**src/inc/dprl_pkg.sv**
```systemverilog
package dprl_pkg;

  // Clock and sampling schedule
  localparam int unsigned CLK_PERIOD_NS    = 4;
  localparam int unsigned SAMPLE_PERIOD_MS = 40;
  localparam int unsigned SAMPLE_CYCLES    =
    (SAMPLE_PERIOD_MS * 1000000) / CLK_PERIOD_NS;
  localparam int unsigned CNT_W            = 24;

  // Function selector states
  localparam logic [2:0] SEL_ATT_HOLD     = 3'h0;
  localparam logic [2:0] SEL_RENDEZVOUS   = 3'h1;
  localparam logic [2:0] SEL_ACQUISITION  = 3'h2;
  localparam logic [2:0] SEL_XFER_ALIGN   = 3'h3;
  localparam logic [2:0] SEL_LUNAR_ALIGN  = 3'h4;
  localparam logic [2:0] SEL_BODY_ALIGN   = 3'h5;
  localparam logic [2:0] SEL_FLIGHT_CAL   = 3'h6;
  localparam logic [2:0] SEL_ACCEL_CAL    = 3'h7;
  localparam logic [2:0] SEL_RESET        = 3'h0;

  // Register byte offsets
  localparam logic [11:0] REG_CTRL     = 12'h000;
  localparam logic [11:0] REG_STATUS   = 12'h004;
  localparam logic [11:0] REG_GSE_WORD = 12'h008;
  localparam logic [11:0] REG_RO_SEL   = 12'h00c;
  localparam logic [11:0] REG_RO_DATA  = 12'h010;
  localparam logic [11:0] REG_RO_BASE  = 12'h100;

  // Field positions
  localparam int unsigned CTRL_SEL_LSB  = 0;
  localparam int unsigned CTRL_LUNAR    = 4;
  localparam int unsigned ST_LUNAR      = 6;
  localparam int unsigned ST_STAGED     = 7;
  localparam int unsigned ST_GSE_VALID  = 8;
  localparam int unsigned ST_GSE_END    = 9;
  localparam int unsigned ST_SEL_LSB    = 12;

  // Readout list, one word per quantity, counts in quantization steps
  localparam int unsigned RO_DEPTH      = 16;
  localparam int unsigned RO_IDX_W      = 4;
  localparam logic [3:0]  RO_IDX_DVG_X  = 4'h0;
  localparam logic [3:0]  RO_IDX_DVG_Y  = 4'h1;
  localparam logic [3:0]  RO_IDX_DVG_Z  = 4'h2;
  localparam logic [3:0]  RO_IDX_DT_TPI = 4'h3;
  localparam int unsigned DVG_LSB_MFPS  = 100;
  localparam int unsigned DT_TPI_LSB_CMIN = 1;

  localparam int unsigned GSE_W = 16;

  // Vehicle discretes as one carrier
  typedef struct packed {
    logic abort;
    logic abort_stage;
    logic asc_on;
    logic dsc_on;
    logic auto_mode;
    logic follow_up;
  } dprl_disc_t;

endpackage

```
**src/rtl/dprl_top.sv**
```systemverilog
`timescale 1ns/1ns
// Functional notes
// - Sample abort every 40 ms, feed mode select with other discretes.
// - Abort stage sampled and used exactly like abort.
// - Ascent engine on sampled every 40 ms, passed to engine logic.
// - Sampled ascent engine on marks staging, clears lunar surface flag.
// - Sampled ascent engine on drives staging attitude hold.
// - Descent engine on sampled every 40 ms, passed to engine logic.
// - Automatic sampled every 40 ms only in inertial reference states.
// - Followup sampled in the loop only in inertial reference states.
// - Ground test transfer uses word strobe and block end flag only.
// - Listed quantities can be read out through the keypad display.
// - Velocity to be gained body components, 0.1 fps steps, readable.
// - Time increment to terminal phase, 0.01 min steps, readable.
// - Readout list storage extensible with minimal impact.
// - Function selector has eight states, zero is attitude hold.
// - Selector switches are forced to zero at power on.
module dprl_top
  import dprl_pkg::*;
#(
  parameter int unsigned SAMPLE_CYC = SAMPLE_CYCLES
) (
  input  wire logic        i_clk,
  input  wire logic        i_rst_n,
  input  wire logic        i_psel,
  input  wire logic        i_penable,
  input  wire logic        i_pwrite,
  input  wire logic [11:0] i_paddr,
  input  wire logic [31:0] i_pwdata,
  output logic      [31:0] o_prdata,
  output logic             o_pready,
  output logic             o_pslverr,
  input  wire dprl_disc_t  i_disc,
  input  wire logic        i_word_sent_strobe,
  input  wire logic        i_block_end_flag,
  input  wire logic [15:0] i_gse_word,
  output dprl_disc_t       o_disc,
  output logic             o_sample_tick,
  output logic             o_staged,
  output logic             o_lunar_surface_flag,
  output logic             o_att_hold_staging,
  output logic [2:0]       o_function_selector,
  output logic [15:0]      o_gse_word,
  output logic             o_gse_word_valid,
  output logic             o_gse_block_end,
  output logic [31:0]      o_kdu_data
);

  // Inertial reference states gate automatic and followup
  function automatic logic is_inertial(input logic [2:0] s);
    return (s == SEL_ATT_HOLD) || (s == SEL_RENDEZVOUS) ||
           (s == SEL_ACQUISITION);
  endfunction

  // Readout window decode
  function automatic logic in_ro(input logic [11:0] a);
    return a[11:6] == REG_RO_BASE[11:6];
  endfunction

  function automatic logic mapped(input logic [11:0] a);
    return in_ro(a) || a == REG_CTRL || a == REG_STATUS ||
           a == REG_GSE_WORD || a == REG_RO_SEL || a == REG_RO_DATA;
  endfunction

  logic [CNT_W-1:0]    cnt_q;
  logic                tick;
  dprl_disc_t          disc_m_q;
  dprl_disc_t          disc_s_q;
  dprl_disc_t          samp_q;
  logic [2:0]          sel_q;
  logic                lunar_q;
  logic                staged_q;
  logic [2:0]          strb_q;
  logic [1:0]          end_q;
  logic [GSE_W-1:0]    word_m_q;
  logic [GSE_W-1:0]    word_s_q;
  logic [GSE_W-1:0]    gse_word_q;
  logic                gse_valid_q;
  logic                gse_end_q;
  logic                strb_rise;
  logic [31:0]         ro_q [RO_DEPTH];
  logic [RO_IDX_W-1:0] ro_sel_q;
  logic [31:0]         kdu_q;
  logic [31:0]         prdata_q;
  logic                err_q;
  logic [31:0]         rd_d;
  logic                setup;
  logic                wr;
  logic                rd;
  logic [31:0]         status;

  // APB phases; writes land in the access cycle
  assign setup = i_psel && !i_penable;
  assign wr    = i_psel && i_penable && i_pwrite;
  assign rd    = i_psel && i_penable && !i_pwrite;

  // 40 ms schedule counter, one tick per period
  assign tick = cnt_q == CNT_W'(SAMPLE_CYC - 1);
  always_ff @(posedge i_clk) begin
    if (!i_rst_n || tick) begin
      cnt_q <= '0;
    end else begin
      cnt_q <= cnt_q + CNT_W'(1);
    end
  end

  // Two-stage synchronisers for every pin
  always_ff @(posedge i_clk) begin
    if (!i_rst_n) begin
      disc_m_q <= '0;
      disc_s_q <= '0;
      strb_q   <= '0;
      end_q    <= '0;
      word_m_q <= '0;
      word_s_q <= '0;
    end else begin
      disc_m_q <= i_disc;
      disc_s_q <= disc_m_q;
      strb_q   <= {strb_q[1:0], i_word_sent_strobe};
      end_q    <= {end_q[0], i_block_end_flag};
      word_m_q <= i_gse_word;
      word_s_q <= word_m_q;
    end
  end

  // Edge taken after the second stage; the word bits change with the strobe
  // and pass the same two stages, so they are stable by the time it is seen
  assign strb_rise = strb_q[1] && !strb_q[2];

  always_ff @(posedge i_clk) begin
    if (!i_rst_n) begin
      samp_q <= '0;
    end else if (tick) begin
      samp_q.abort       <= disc_s_q.abort;
      samp_q.abort_stage <= disc_s_q.abort_stage;
      samp_q.asc_on      <= disc_s_q.asc_on;
      samp_q.dsc_on      <= disc_s_q.dsc_on;
      if (is_inertial(sel_q)) begin
        samp_q.auto_mode <= disc_s_q.auto_mode;
        samp_q.follow_up <= disc_s_q.follow_up;
      end
    end
  end

  always_ff @(posedge i_clk) begin
    if (!i_rst_n) begin
      sel_q <= SEL_RESET;
    end else if (wr && i_paddr == REG_CTRL) begin
      sel_q <= i_pwdata[CTRL_SEL_LSB +: 3];
    end
  end

  // ascent engine clears lunar surface flag over software
  always_ff @(posedge i_clk) begin
    if (!i_rst_n) begin
      lunar_q <= 1'b0;
    end else if (samp_q.asc_on) begin
      lunar_q <= 1'b0;
    end else if (wr && i_paddr == REG_CTRL) begin
      lunar_q <= i_pwdata[CTRL_LUNAR];
    end
  end

  // sticky staging flag, write one to clear, set wins
  always_ff @(posedge i_clk) begin
    if (!i_rst_n) begin
      staged_q <= 1'b0;
    end else if (samp_q.asc_on) begin
      staged_q <= 1'b1;
    end else if (wr && i_paddr == REG_STATUS && i_pwdata[ST_STAGED]) begin
      staged_q <= 1'b0;
    end
  end

  // word capture on strobe, end flag taken with it
  always_ff @(posedge i_clk) begin
    if (!i_rst_n) begin
      gse_word_q <= '0;
      gse_end_q  <= 1'b0;
    end else if (strb_rise) begin
      gse_word_q <= word_s_q;
      gse_end_q  <= end_q[1];
    end
  end

  // Word valid cleared by reading the word; a new word wins
  always_ff @(posedge i_clk) begin
    if (!i_rst_n) begin
      gse_valid_q <= 1'b0;
    end else if (strb_rise) begin
      gse_valid_q <= 1'b1;
    end else if (rd && i_paddr == REG_GSE_WORD) begin
      gse_valid_q <= 1'b0;
    end
  end

  // readout list indexed storage, new slots need no new decode
  // slot 3 terminal phase time increment
  // Spare slots 4 to 15 leave room for later quantities
  always_ff @(posedge i_clk) begin
    if (!i_rst_n) begin
      for (int i = 0; i < RO_DEPTH; i++) begin
        ro_q[i] <= '0;
      end
    end else if (wr && in_ro(i_paddr)) begin
      ro_q[i_paddr[2 +: RO_IDX_W]] <= i_pwdata;
    end
  end

  // keypad display readout of the selected quantity
  always_ff @(posedge i_clk) begin
    if (!i_rst_n) begin
      ro_sel_q <= '0;
      kdu_q    <= '0;
    end else begin
      if (wr && i_paddr == REG_RO_SEL) begin
        ro_sel_q <= i_pwdata[RO_IDX_W-1:0];
      end
      kdu_q <= ro_q[ro_sel_q];
    end
  end

  // Status word
  always_comb begin
    status = '0;
    status[5:0]              = samp_q;
    status[ST_LUNAR]         = lunar_q;
    status[ST_STAGED]        = staged_q;
    status[ST_GSE_VALID]     = gse_valid_q;
    status[ST_GSE_END]       = gse_end_q;
    status[ST_SEL_LSB +: 3]  = sel_q;
  end

  // Read mux, evaluated during setup
  always_comb begin
    rd_d = '0;
    if (in_ro(i_paddr)) begin
      rd_d = ro_q[i_paddr[2 +: RO_IDX_W]];
    end else if (i_paddr == REG_CTRL) begin
      rd_d = {27'h0, lunar_q, 1'b0, sel_q};
    end else if (i_paddr == REG_STATUS) begin
      rd_d = status;
    end else if (i_paddr == REG_GSE_WORD) begin
      rd_d = {16'h0, gse_word_q};
    end else if (i_paddr == REG_RO_SEL) begin
      rd_d = {28'h0, ro_sel_q};
    end else if (i_paddr == REG_RO_DATA) begin
      rd_d = kdu_q;
    end
  end

  // Read data and error captured in setup, so access needs no wait
  always_ff @(posedge i_clk) begin
    if (!i_rst_n) begin
      prdata_q <= '0;
      err_q    <= 1'b0;
    end else if (setup) begin
      prdata_q <= i_pwrite ? 32'h0 : rd_d;
      err_q    <= !mapped(i_paddr);
    end
  end

  assign o_prdata  = prdata_q;
  assign o_pready  = 1'b1;
  assign o_pslverr = i_psel && i_penable && err_q;

  // Outputs to mode select, engine logic and staging
  assign o_disc               = samp_q;
  assign o_sample_tick        = tick;
  assign o_staged             = staged_q;
  assign o_lunar_surface_flag = lunar_q;
  assign o_att_hold_staging   = samp_q.asc_on;
  assign o_function_selector  = sel_q;
  assign o_gse_word           = gse_word_q;
  assign o_gse_word_valid     = gse_valid_q;
  assign o_gse_block_end      = gse_end_q;
  assign o_kdu_data           = kdu_q;
endmodule

```
**config.mk**
```make
export PLATFORM = sky130hd
export DESIGN_NAME = dprl_top
export DESIGN_NICKNAME = d
export VERILOG_FILES = /design/src/inc/dprl_pkg.sv /design/src/rtl/dprl_top.sv
export SDC_FILE = /design/constraint.sdc
export NUM_CORES = 1
export LEC_CHECK = 0
export BUFFER_PORTS_ARGS = -buffer_cell sky130_fd_sc_hd__buf_2
export CORE_ASPECT_RATIO = 0.8
export CORE_MARGIN = 2
export CORE_UTILIZATION = 45
export CTS_CLUSTER_SIZE = 30
export DETAILED_ROUTE_END_ITERATION = 10
export GPL_ROUTABILITY_DRIVEN = 0
export PLACE_DENSITY = 0.65
export SLEW_MARGIN = 10
export SYNTH_ARGS = -nofsm -noshare
export SYNTH_HDL_FRONTEND = slang
export SYNTH_SLANG_ARGS = --single-unit
```
**constraint.sdc**
```tcl
create_clock -name i_clk -period 5.4 [get_ports i_clk]
set_input_delay 1.08 -clock i_clk [delete_from_list [all_inputs] [get_ports i_clk]]
set_output_delay 1.08 -clock i_clk [all_outputs]
set_load 0.01 [all_outputs]
```
# Word-level counts from Yosys, hierarchy flattened
# Memories as Yosys holds them, arrays and structs flattened. A register that Yosys moved wholly into a read port is not among the register bits.
# Cells that the tools add are included.
[totals]
register_bits = 139
ramBits = 512
input_bits = 73
output_inout_bits = 97
word_cells = 94
n_memories = 1
[memory_table]
columns = ["memory", "words", "width", "rd", "rd_clocked_by_memory_dff", "write_ports", "line_no", "source"]
rows = [
  ["ro_q", 16, 32, 2, 1, 16, "dprl_top.sv:81", "logic [31:0] ro_q [RO_DEPTH];"],
]
[classes]
n_addsub = 1
eq_ne = 8
mux = 18
n_bitwise = 1
n_reduce_logical = 33
[ops]
columns = ["operator", "n"]
rows = [
  ["$mux W32", 8],
  ["$reduce_or A32 Y1", 1],
  ["$add A24 B1 Y24 const B", 1],
  ["$eq A12 B4 Y1 const B", 2],
  ["$eq A24 B24 Y1 const B", 1],
  ["$eq A12 B3 Y1 const B", 1],
  ["$eq A12 B5 Y1 const B", 1],
  ["$logic_and A1 B1 Y1", 12],
  ["$logic_not A12 Y1", 1],
  ["$mux W1", 9],
  ["$logic_or A1 B1 Y1", 8],
  ["$eq A6 B3 Y1 const B", 1],
  ["$logic_not A1 Y1", 6],
  ["$mux W4", 1],
  ["$reduce_bool A2 Y1", 2],
  ["$eq A3 B1 Y1 const B", 1],
  ["$eq A3 B2 Y1 const B", 1],
  ["$logic_not A3 Y1", 1],
  ["$reduce_and A2 Y1", 1],
  ["$reduce_or A2 Y1", 1],
  ["$not A1 Y1", 1],
]

# Depth between registers and ports, before layout
# Gate-level depths: netlist of run 1.
[depth]
ltp_word = 8
mapped_depth = 10
mapped_depth_nobuf = 6

# Worst setup path before layout of run 1
# No wires, ideal clock.
[synth_timing]
path_kind = "input to register"
start = "input port i_paddr[2]"
end = "memory ro_q[13][0] (enable)"
setup_ps = 466
arrival_time_ps = 4395
required_ps = 4934
path_slack_ps = 540
stages = 7
path_buffers = 4
cell_sequence = "buf_2 buf_6 buf_6 nor2b_1 buf_2 nand4_1 o21ai_0"
[synth_rtl]
columns = ["item", "line_no", "source"]
rows = [
  ["from (decl)", "dprl_top.sv:28", "input wire logic [11:0] i_paddr,"],
  ["to (decl)", "dprl_top.sv:81", ""],
]

==> flow_metrics.py, run 1 <==
metrics = {
    "status": {
        "status": "completed",
    },
    "synth": {
        "synth.avg_cell_area_um2": 14.6,
        "yosys.area.top_type": "edfxtp_1",
        "synth_edf_count": 512,
        "synth_seq_cells": 683,
        "yosysUniqueCellTypes": 66,
        "synth_top_flop_cell": "edfxtp_1",
        "synthCells": 2288,
        "synth.yosys.seq_area_share_pct": 56.3,
        "yosys-top-cells-area": "edfxtp_1 46%, mux4_2 20%, and2_1 11%",
        "synth_top_area_share_pct": 46.1,
        "synthesis.area_um2": 33400,
        "synthArstFlopShare_pct": 0,
        "syn-num-nets": 2362,
        "yosysMostFrequentCell": "and2_1",
        "synth_common_cells": "597 x and2_1, 512 x edfxtp_1, 301 x mux4_2, 171 x dfxtp_1, 132 x clkbuf_1",
        "ys_warn_count": 0,
    },
    "place": {
        "dpl_worst_slack_ns": 1.12,
        "portBuffers": 168,
        "dp.cells": 3313,
        "dp_hpwl_mm": 61.1,
        "place_area_um2": 35500,
    },
    "power": {
        "p_comb_share_pct": 7.2,
        "p_int_uw": 9300,
        "leakage_uw": 0.0131,
        "p_sw_uw": 2770,
        "p_clk_share_pct": 43.2,
        "power.density_nw_per_um2": 318,
        "ir_drop_mv": 0.194,
        "switching_share_pct": 23.0,
        "seq_power_share_pct": 49.7,
    },
    "sta": {
        "finalSetupTns_ns": 0,
        "final_hold_viol_count": 0,
        "rsz0062_at_grt": "false",
        "max_slew_margin_pct": 15.8,
        "worst_pin_slew_ns": 1.26,
        "fin_crit_ns": 3.69,
        "fmax_mhz": 271,
        "fin_crit_sh_pct": 68.4,
        "setup_violations": 0,
        "fin_ws_ns": 1.71,
        "maxSlewViolCount": 0,
        "skew_ns": 0.0247,
    },
    "floorplan": {
        "start_util_pct": 45.3,
        "num_io_pins": 170,
        "rows": 89,
        "dieArea_um2": 76300,
        "dieHeight_um": 248,
        "die_width_um": 308,
        "fp.coreArea_um2": 73600,
    },
    "routing": {
        "viasPerCell": 6.09,
        "vias": 21058,
        "drtPass1Iterations": 7,
        "routedWlPerCell_um": 29.1,
        "drc": 0,
        "antenna_left": 0,
        "wl_mm": 101,
        "drtIter0Drc": 2614,
    },
    "setup_path": {
        "timing.rr.start": "ro_sel_q[0]",
        "crit_slowest_cell": "and3_1",
        "cp.arrival_ns": 4.18,
        "cp.buffers_inverters": 2,
        "path_delay_family": "simple AND/OR/NAND/NOR gates",
        "r2r_cells": 4,
        "crit_type": "in -> reg",
        "rr_endpoint": "o_kdu_data[11]",
        "path_max_fanout": 18,
        "cp-end-kind": "register",
        "rrSetupSlack_ns": 2.50,
        "worstPathCellList": "buf_2, nor3_2, and3_1, nand4_2, nor2_2, buf_4, and2_1",
        "crit_path_max_incr_delay_ns": 0.78,
        "crit_required_ns": 5.89,
        "cp-start-kind": "input port",
    },
    "clock_tree": {
        "cts.sinks": 683,
        "htree_levels": 3,
        "cts_tree": "yes",
        "cts_buffer_depth": 3,
        "cts-root-buf": "clkbuf_16",
        "ctsResizeCount": 0,
        "post-cts-setup-buffers": 0,
        "cts_buffers": 74,
        "path_clk_slew_ns": 0.06,
        "clk_latency_ns": 0.64,
        "cts_hold_buf": 0,
    },
    "global_routing": {
        "antenna_found_initial": 10,
        "grt-ovfl-total": 0,
        "grt_pass1_wl_mm": 146,
        "grt_pass1_vias": 21107,
        "grt_max_degree": 93,
        "track_usage_pct": 26.6,
    },
    "worst_hold_path": {
        "hold_start": "word_m_q[11]",
        "hold_path_depth": 1,
        "hp-class": "reg -> reg",
        "holdPathEnd": "word_s_q[11]",
    },
    "final_layout": {
        "nets": 2462,
        "stdcell_count": 3457,
        "fill_cells": 6038,
        "synthToLayoutAreaGrowth_pct": 13.9,
        "multi_input_area_um2": 13900,
        "postLayoutCellArea_um2": 38000,
        "seqCellArea_um2": 18800,
        "final_util_pct": 51.6,
        "drive_above_1_share_pct": 29.4,
    },
    "run": {
        "drv_cap": 0,
    },
}
[flip-flops by register name, indices dropped and copies added (netlist names), 2 cells and up]
signal	flops
cnt_q	24
disc_m_q	6
disc_s_q	6
end_q	2
o_disc	5
o_function_selector	3
o_gse_word	16
o_kdu_data	32
o_prdata	32
ro_q	512
ro_sel_q	4
strb_q	3
word_m_q	16
word_s_q	16
[power by group through the flow]
stage               sequential (uW)  clock [uW]  combinational (uW)
finish                         6000        5210                 864
global route                   6020        5460                 905
CTS                            6000        5260                 857
detailed placement             6110           0                 852
global placement               6080           0                 843
floorplan                      6070           0                 523
[layout by cell type (no fill, tap or decap), types with 19 or more instances in the layout]
cell type and n:
a21oi_1 72, and2_1 597, buf_2 164, buf_4 49, clkbuf_1 19, clkbuf_16 76
dfxtp_1 167, edfxtp_1 512, mux2i_1 33, mux4_2 301, nand2_1 69, nor2_1 53
nor2b_1 19, o21ai_0 19
[kinds of logic (layout without fill, tap and decap cells)]
logic type | after synthesis | after routing | share of synthesized area (%)
AOI/OAI and AO/OA | 170 | 170 | 3.19
xor gates and xnor gates | 22 | 22 | 0.578
adders and majority gates | 1 | 1 | 0.0375
buffers and inverters | 214 | 376 | 2.81
DFF | 683 | 683 | 56.3
muxes | 350 | 350 | 21.9
other | 1 | 7 | 0.0112
and+or+nand+nor | 847 | 847 | 15.2
[layer usage]
| layer | track usage [%] | wire, um | vias to the layer above |
|---|---|---|---|
| met5 | 0 | 27 | - |
| met2 | 41.4 | 47000 | 1228 |
| li1 | - | - | 8817 |
| met1 | 37.2 | 40400 | 10817 |
| met3 | 6.20 | 10300 | 192 |
| met4 | 8.22 | 2750 | 4 |
[stage by stage]
stage	power (uW)	hold WS (ns)
5_1_grt	12400	0.441
2_1_floorplan	6590	0.412
6_report	12100	0.433
3_5_place_dp	6960	0.418
3_3_place_gp	6930	0.418
4_1_cts	12100	0.433
[worst max-delay path by stage]
| stage | from | endpoint | slack, ns | cells past startpoint |
|---|---|---|---|---|
| 6_report | i_paddr[11] | ro_q[3][5] | 1.71 | 7 |
| 5_1_grt | i_paddr[11] | ro_q[3][5] | 1.59 | 7 |
| 4_1_cts | i_paddr[11] | ro_q[3][5] | 1.80 | 7 |
| 3_5_place_dp | i_paddr[11] | ro_q[3][5] | 1.12 | 7 |
| 3_3_place_gp | i_paddr[11] | ro_q[3][7] | 1.19 | 7 |
| 2_1_floorplan | i_paddr[2] | ro_q[13][0] | 0.54 | 7 |
[final cells by class]
| class | instances | share of cell area, % |
|---|---|---|
| Clock inverter | 38 | 1.11 |
| Antenna cell | 6 | 0.0395 |
| Multi-Input combinational cell | 1391 | 36.5 |
| Timing Repair Buffer | 233 | 4.15 |
| Sequential cell | 683 | 49.5 |
| Tap cell | 1001 | 3.30 |
| Inverter | 5 | 0.0494 |
| Clock buffer | 100 | 5.38 |
[worst register-to-register path: stages, from the launching register on]
cell	delay, ns
dfxtp_4	0.87
buf_12	0.53
mux4_2	0.64
mux4_2	0.51
and2_1	0.23
No activity file was read; power rests on OpenSTA's default activity.
==> inputs of run 2 (changes only) <==
==> constraint.sdc (replaced) <==
create_clock -name i_clk -period 3.45 [get_ports i_clk]
set_input_delay 0.69 -clock i_clk [delete_from_list [all_inputs] [get_ports i_clk]]
set_output_delay 0.69 -clock i_clk [all_outputs]
set_load 0.01 [all_outputs]
==> run 2 against run 1 <==
Against the previous run: via count rose by 2.1%; clock-buffer cell count rose by 5; design area rose by 0.62%; critical path type is now reg -> out; worst setup slack got worse by 1.2 ns; largest power group unchanged.
==> flow_metrics.py, run 2 (same netlist as run 1, synthesis figures left out) <==
metrics = {
    "status": {
        "status": "completed",
    },
    "global_routing": {
        "antenna_found_initial": 7,
        "grt-ovfl-total": 0,
        "track_usage_pct": 26.9,
        "grt_max_degree": 82,
        "grt_pass1_wl_mm": 148,
        "grt_pass1_vias": 21457,
    },
    "setup_path": {
        "r2r_cells": 6,
        "timing.rr.start": "cnt_q[0]",
        "crit_type": "reg -> out",
        "crit_required_ns": 2.76,
        "cp.arrival_ns": 2.27,
        "cp-end-kind": "output port",
        "path_max_fanout": 5,
        "rrSetupSlack_ns": 0.79,
        "cp-start-kind": "register",
        "rr_endpoint": "cnt_q[16]",
    },
    "power": {
        "seq_power_share_pct": 50.0,
        "total_power_uw": 18800,
        "p_sw_uw": 4270,
        "ir_drop_mv": 0.339,
        "leakage_uw": 0.0133,
        "power.density_nw_per_um2": 491,
        "p_int_uw": 14500,
        "p_comb_share_pct": 7.1,
        "switching_share_pct": 22.7,
        "p_clk_share_pct": 42.9,
    },
    "sta": {
        "skew_ns": 0.0190,
        "rsz0062_at_grt": "false",
        "fin_ws_ns": 0.494,
        "setup_violations": 0,
        "fmax_mhz": 338,
        "maxSlewViolCount": 0,
        "final_hold_viol_count": 0,
        "max_slew_margin_pct": 21.3,
        "fin_crit_sh_pct": 85.7,
        "fin_crit_ns": 2.96,
        "worst_pin_slew_ns": 1.18,
    },
    "run": {
        "drv_cap": 0,
    },
    "final_layout": {
        "top_register": "ro_q",
        "drive_above_1_share_pct": 30.4,
        "nets": 2500,
        "largest_reg_flops": 512,
        "final_util_pct": 51.9,
        "final_cell_mix": "597 x and2_1, 512 x edfxtp_1, 301 x mux4_2",
        "synthToLayoutAreaGrowth_pct": 14.6,
        "final_common_cell": "and2_1",
    },
    "place": {
        "portBuffers": 168,
        "dpl_worst_slack_ns": 0.233,
        "dp_hpwl_mm": 63.1,
    },
    "floorplan": {
        "dieHeight_um": 248,
        "start_util_pct": 45.3,
        "die_width_um": 308,
        "num_io_pins": 170,
        "dieArea_um2": 76300,
        "fp.coreArea_um2": 73600,
        "rows": 89,
    },
    "routing": {
        "vias": 21497,
        "top_layer": "met5",
        "antenna_left": 0,
        "met1_length_mm": 41.0,
        "routedWlPerCell_um": 29.5,
        "wl_mm": 103,
        "drtIter0Drc": 2820,
        "drc": 0,
        "dr_wl_met3_mm": 11.5,
        "drtPass1Iterations": 5,
        "dr_wl_met2_mm": 48.0,
        "viasPerCell": 6.16,
    },
    "clock_tree": {
        "cts_buffer_depth": 3,
        "ctsResizeCount": 0,
        "path_clk_slew_ns": 0.06,
        "cts_tree": "yes",
        "clk_latency_ns": 0.63,
        "cts-root-buf": "clkbuf_16",
        "cts_hold_buf": 0,
        "cts_buffers": 74,
        "post-cts-setup-buffers": 0,
        "htree_levels": 3,
        "cts.sinks": 683,
    },
    "worst_hold_path": {
        "hp-class": "in -> reg",
        "holdPathEnd": "word_m_q[6]",
        "hold_start": "i_gse_word[6]",
        "hold_path_depth": 2,
    },
}
==> run 2: metal layers <==
layer | vias to the layer above | GRT usage, %
li1 | 8888 | -
met1 | 11095 | 37.9
met2 | 1350 | 42.5
met3 | 162 | 6.11
met4 | 2 | 7.09
met5 | - | 0
==> run 2: per-stage QoR <==
step / TNS (ns) / area [um2] / hold slack [ns] / cells
2_1_floorplan: -60.96 / 33400 / 0.412 / 2288
3_3_place_gp: 0 / 35800 / 0.420 / 3351
3_5_place_dp: 0 / 35800 / 0.417 / 3351
4_1_cts: 0 / 38200 / 0.235 / 3489
5_1_grt: 0 / 38200 / 0.245 / 3490
6_report: 0 / 38200 / 0.271 / 3492
==> run 2: how the worst max path moves through the flow <==
| stage | start | end | slack [ns] |
|---|---|---|---|
| 5_1_grt | cnt_q[7] | o_sample_tick | 0.25 |
| 4_1_cts | cnt_q[8] | o_sample_tick | 0.45 |
| 2_1_floorplan | i_paddr[2] | ro_q[1][0] | -0.18 |
| 3_5_place_dp | i_paddr[2] | o_prdata[14] | 0.23 |
| 3_3_place_gp | i_paddr[2] | o_prdata[12] | 0.24 |
| 6_report | cnt_q[8] | o_sample_tick | 0.49 |
==> run 2: worst max-delay path, stage by stage (launching register included) <==
cell	delay [ns]
dfxtp_1	0.35
nor4b_1	0.32
nand4_1	0.12
or4_1	0.42
nor3_1	0.25
buf_2	0.20
==> run 2: area by class of cell <==
type / instances / area, um2
Multi-Input combinational cell: 1391 / 13900
Clock inverter: 33 / 360
Clock buffer: 105 / 2100
Inverter: 5 / 18.8
Antenna cell: 3 / 7.51
Fill cell: 5986 / 35400
Sequential cell: 683 / 18800
Tap cell: 1001 / 1250
Timing Repair Buffer: 271 / 1820
==> run 2: power by group through the flow <==
stage	combinational, uW	sequential, uW	clock [uW]
floorplan	821	9490	0
global placement	1300	9530	0
detailed placement	1320	9560	0
CTS	1320	9390	8140
global route	1390	9420	8460
finish	1330	9390	8060
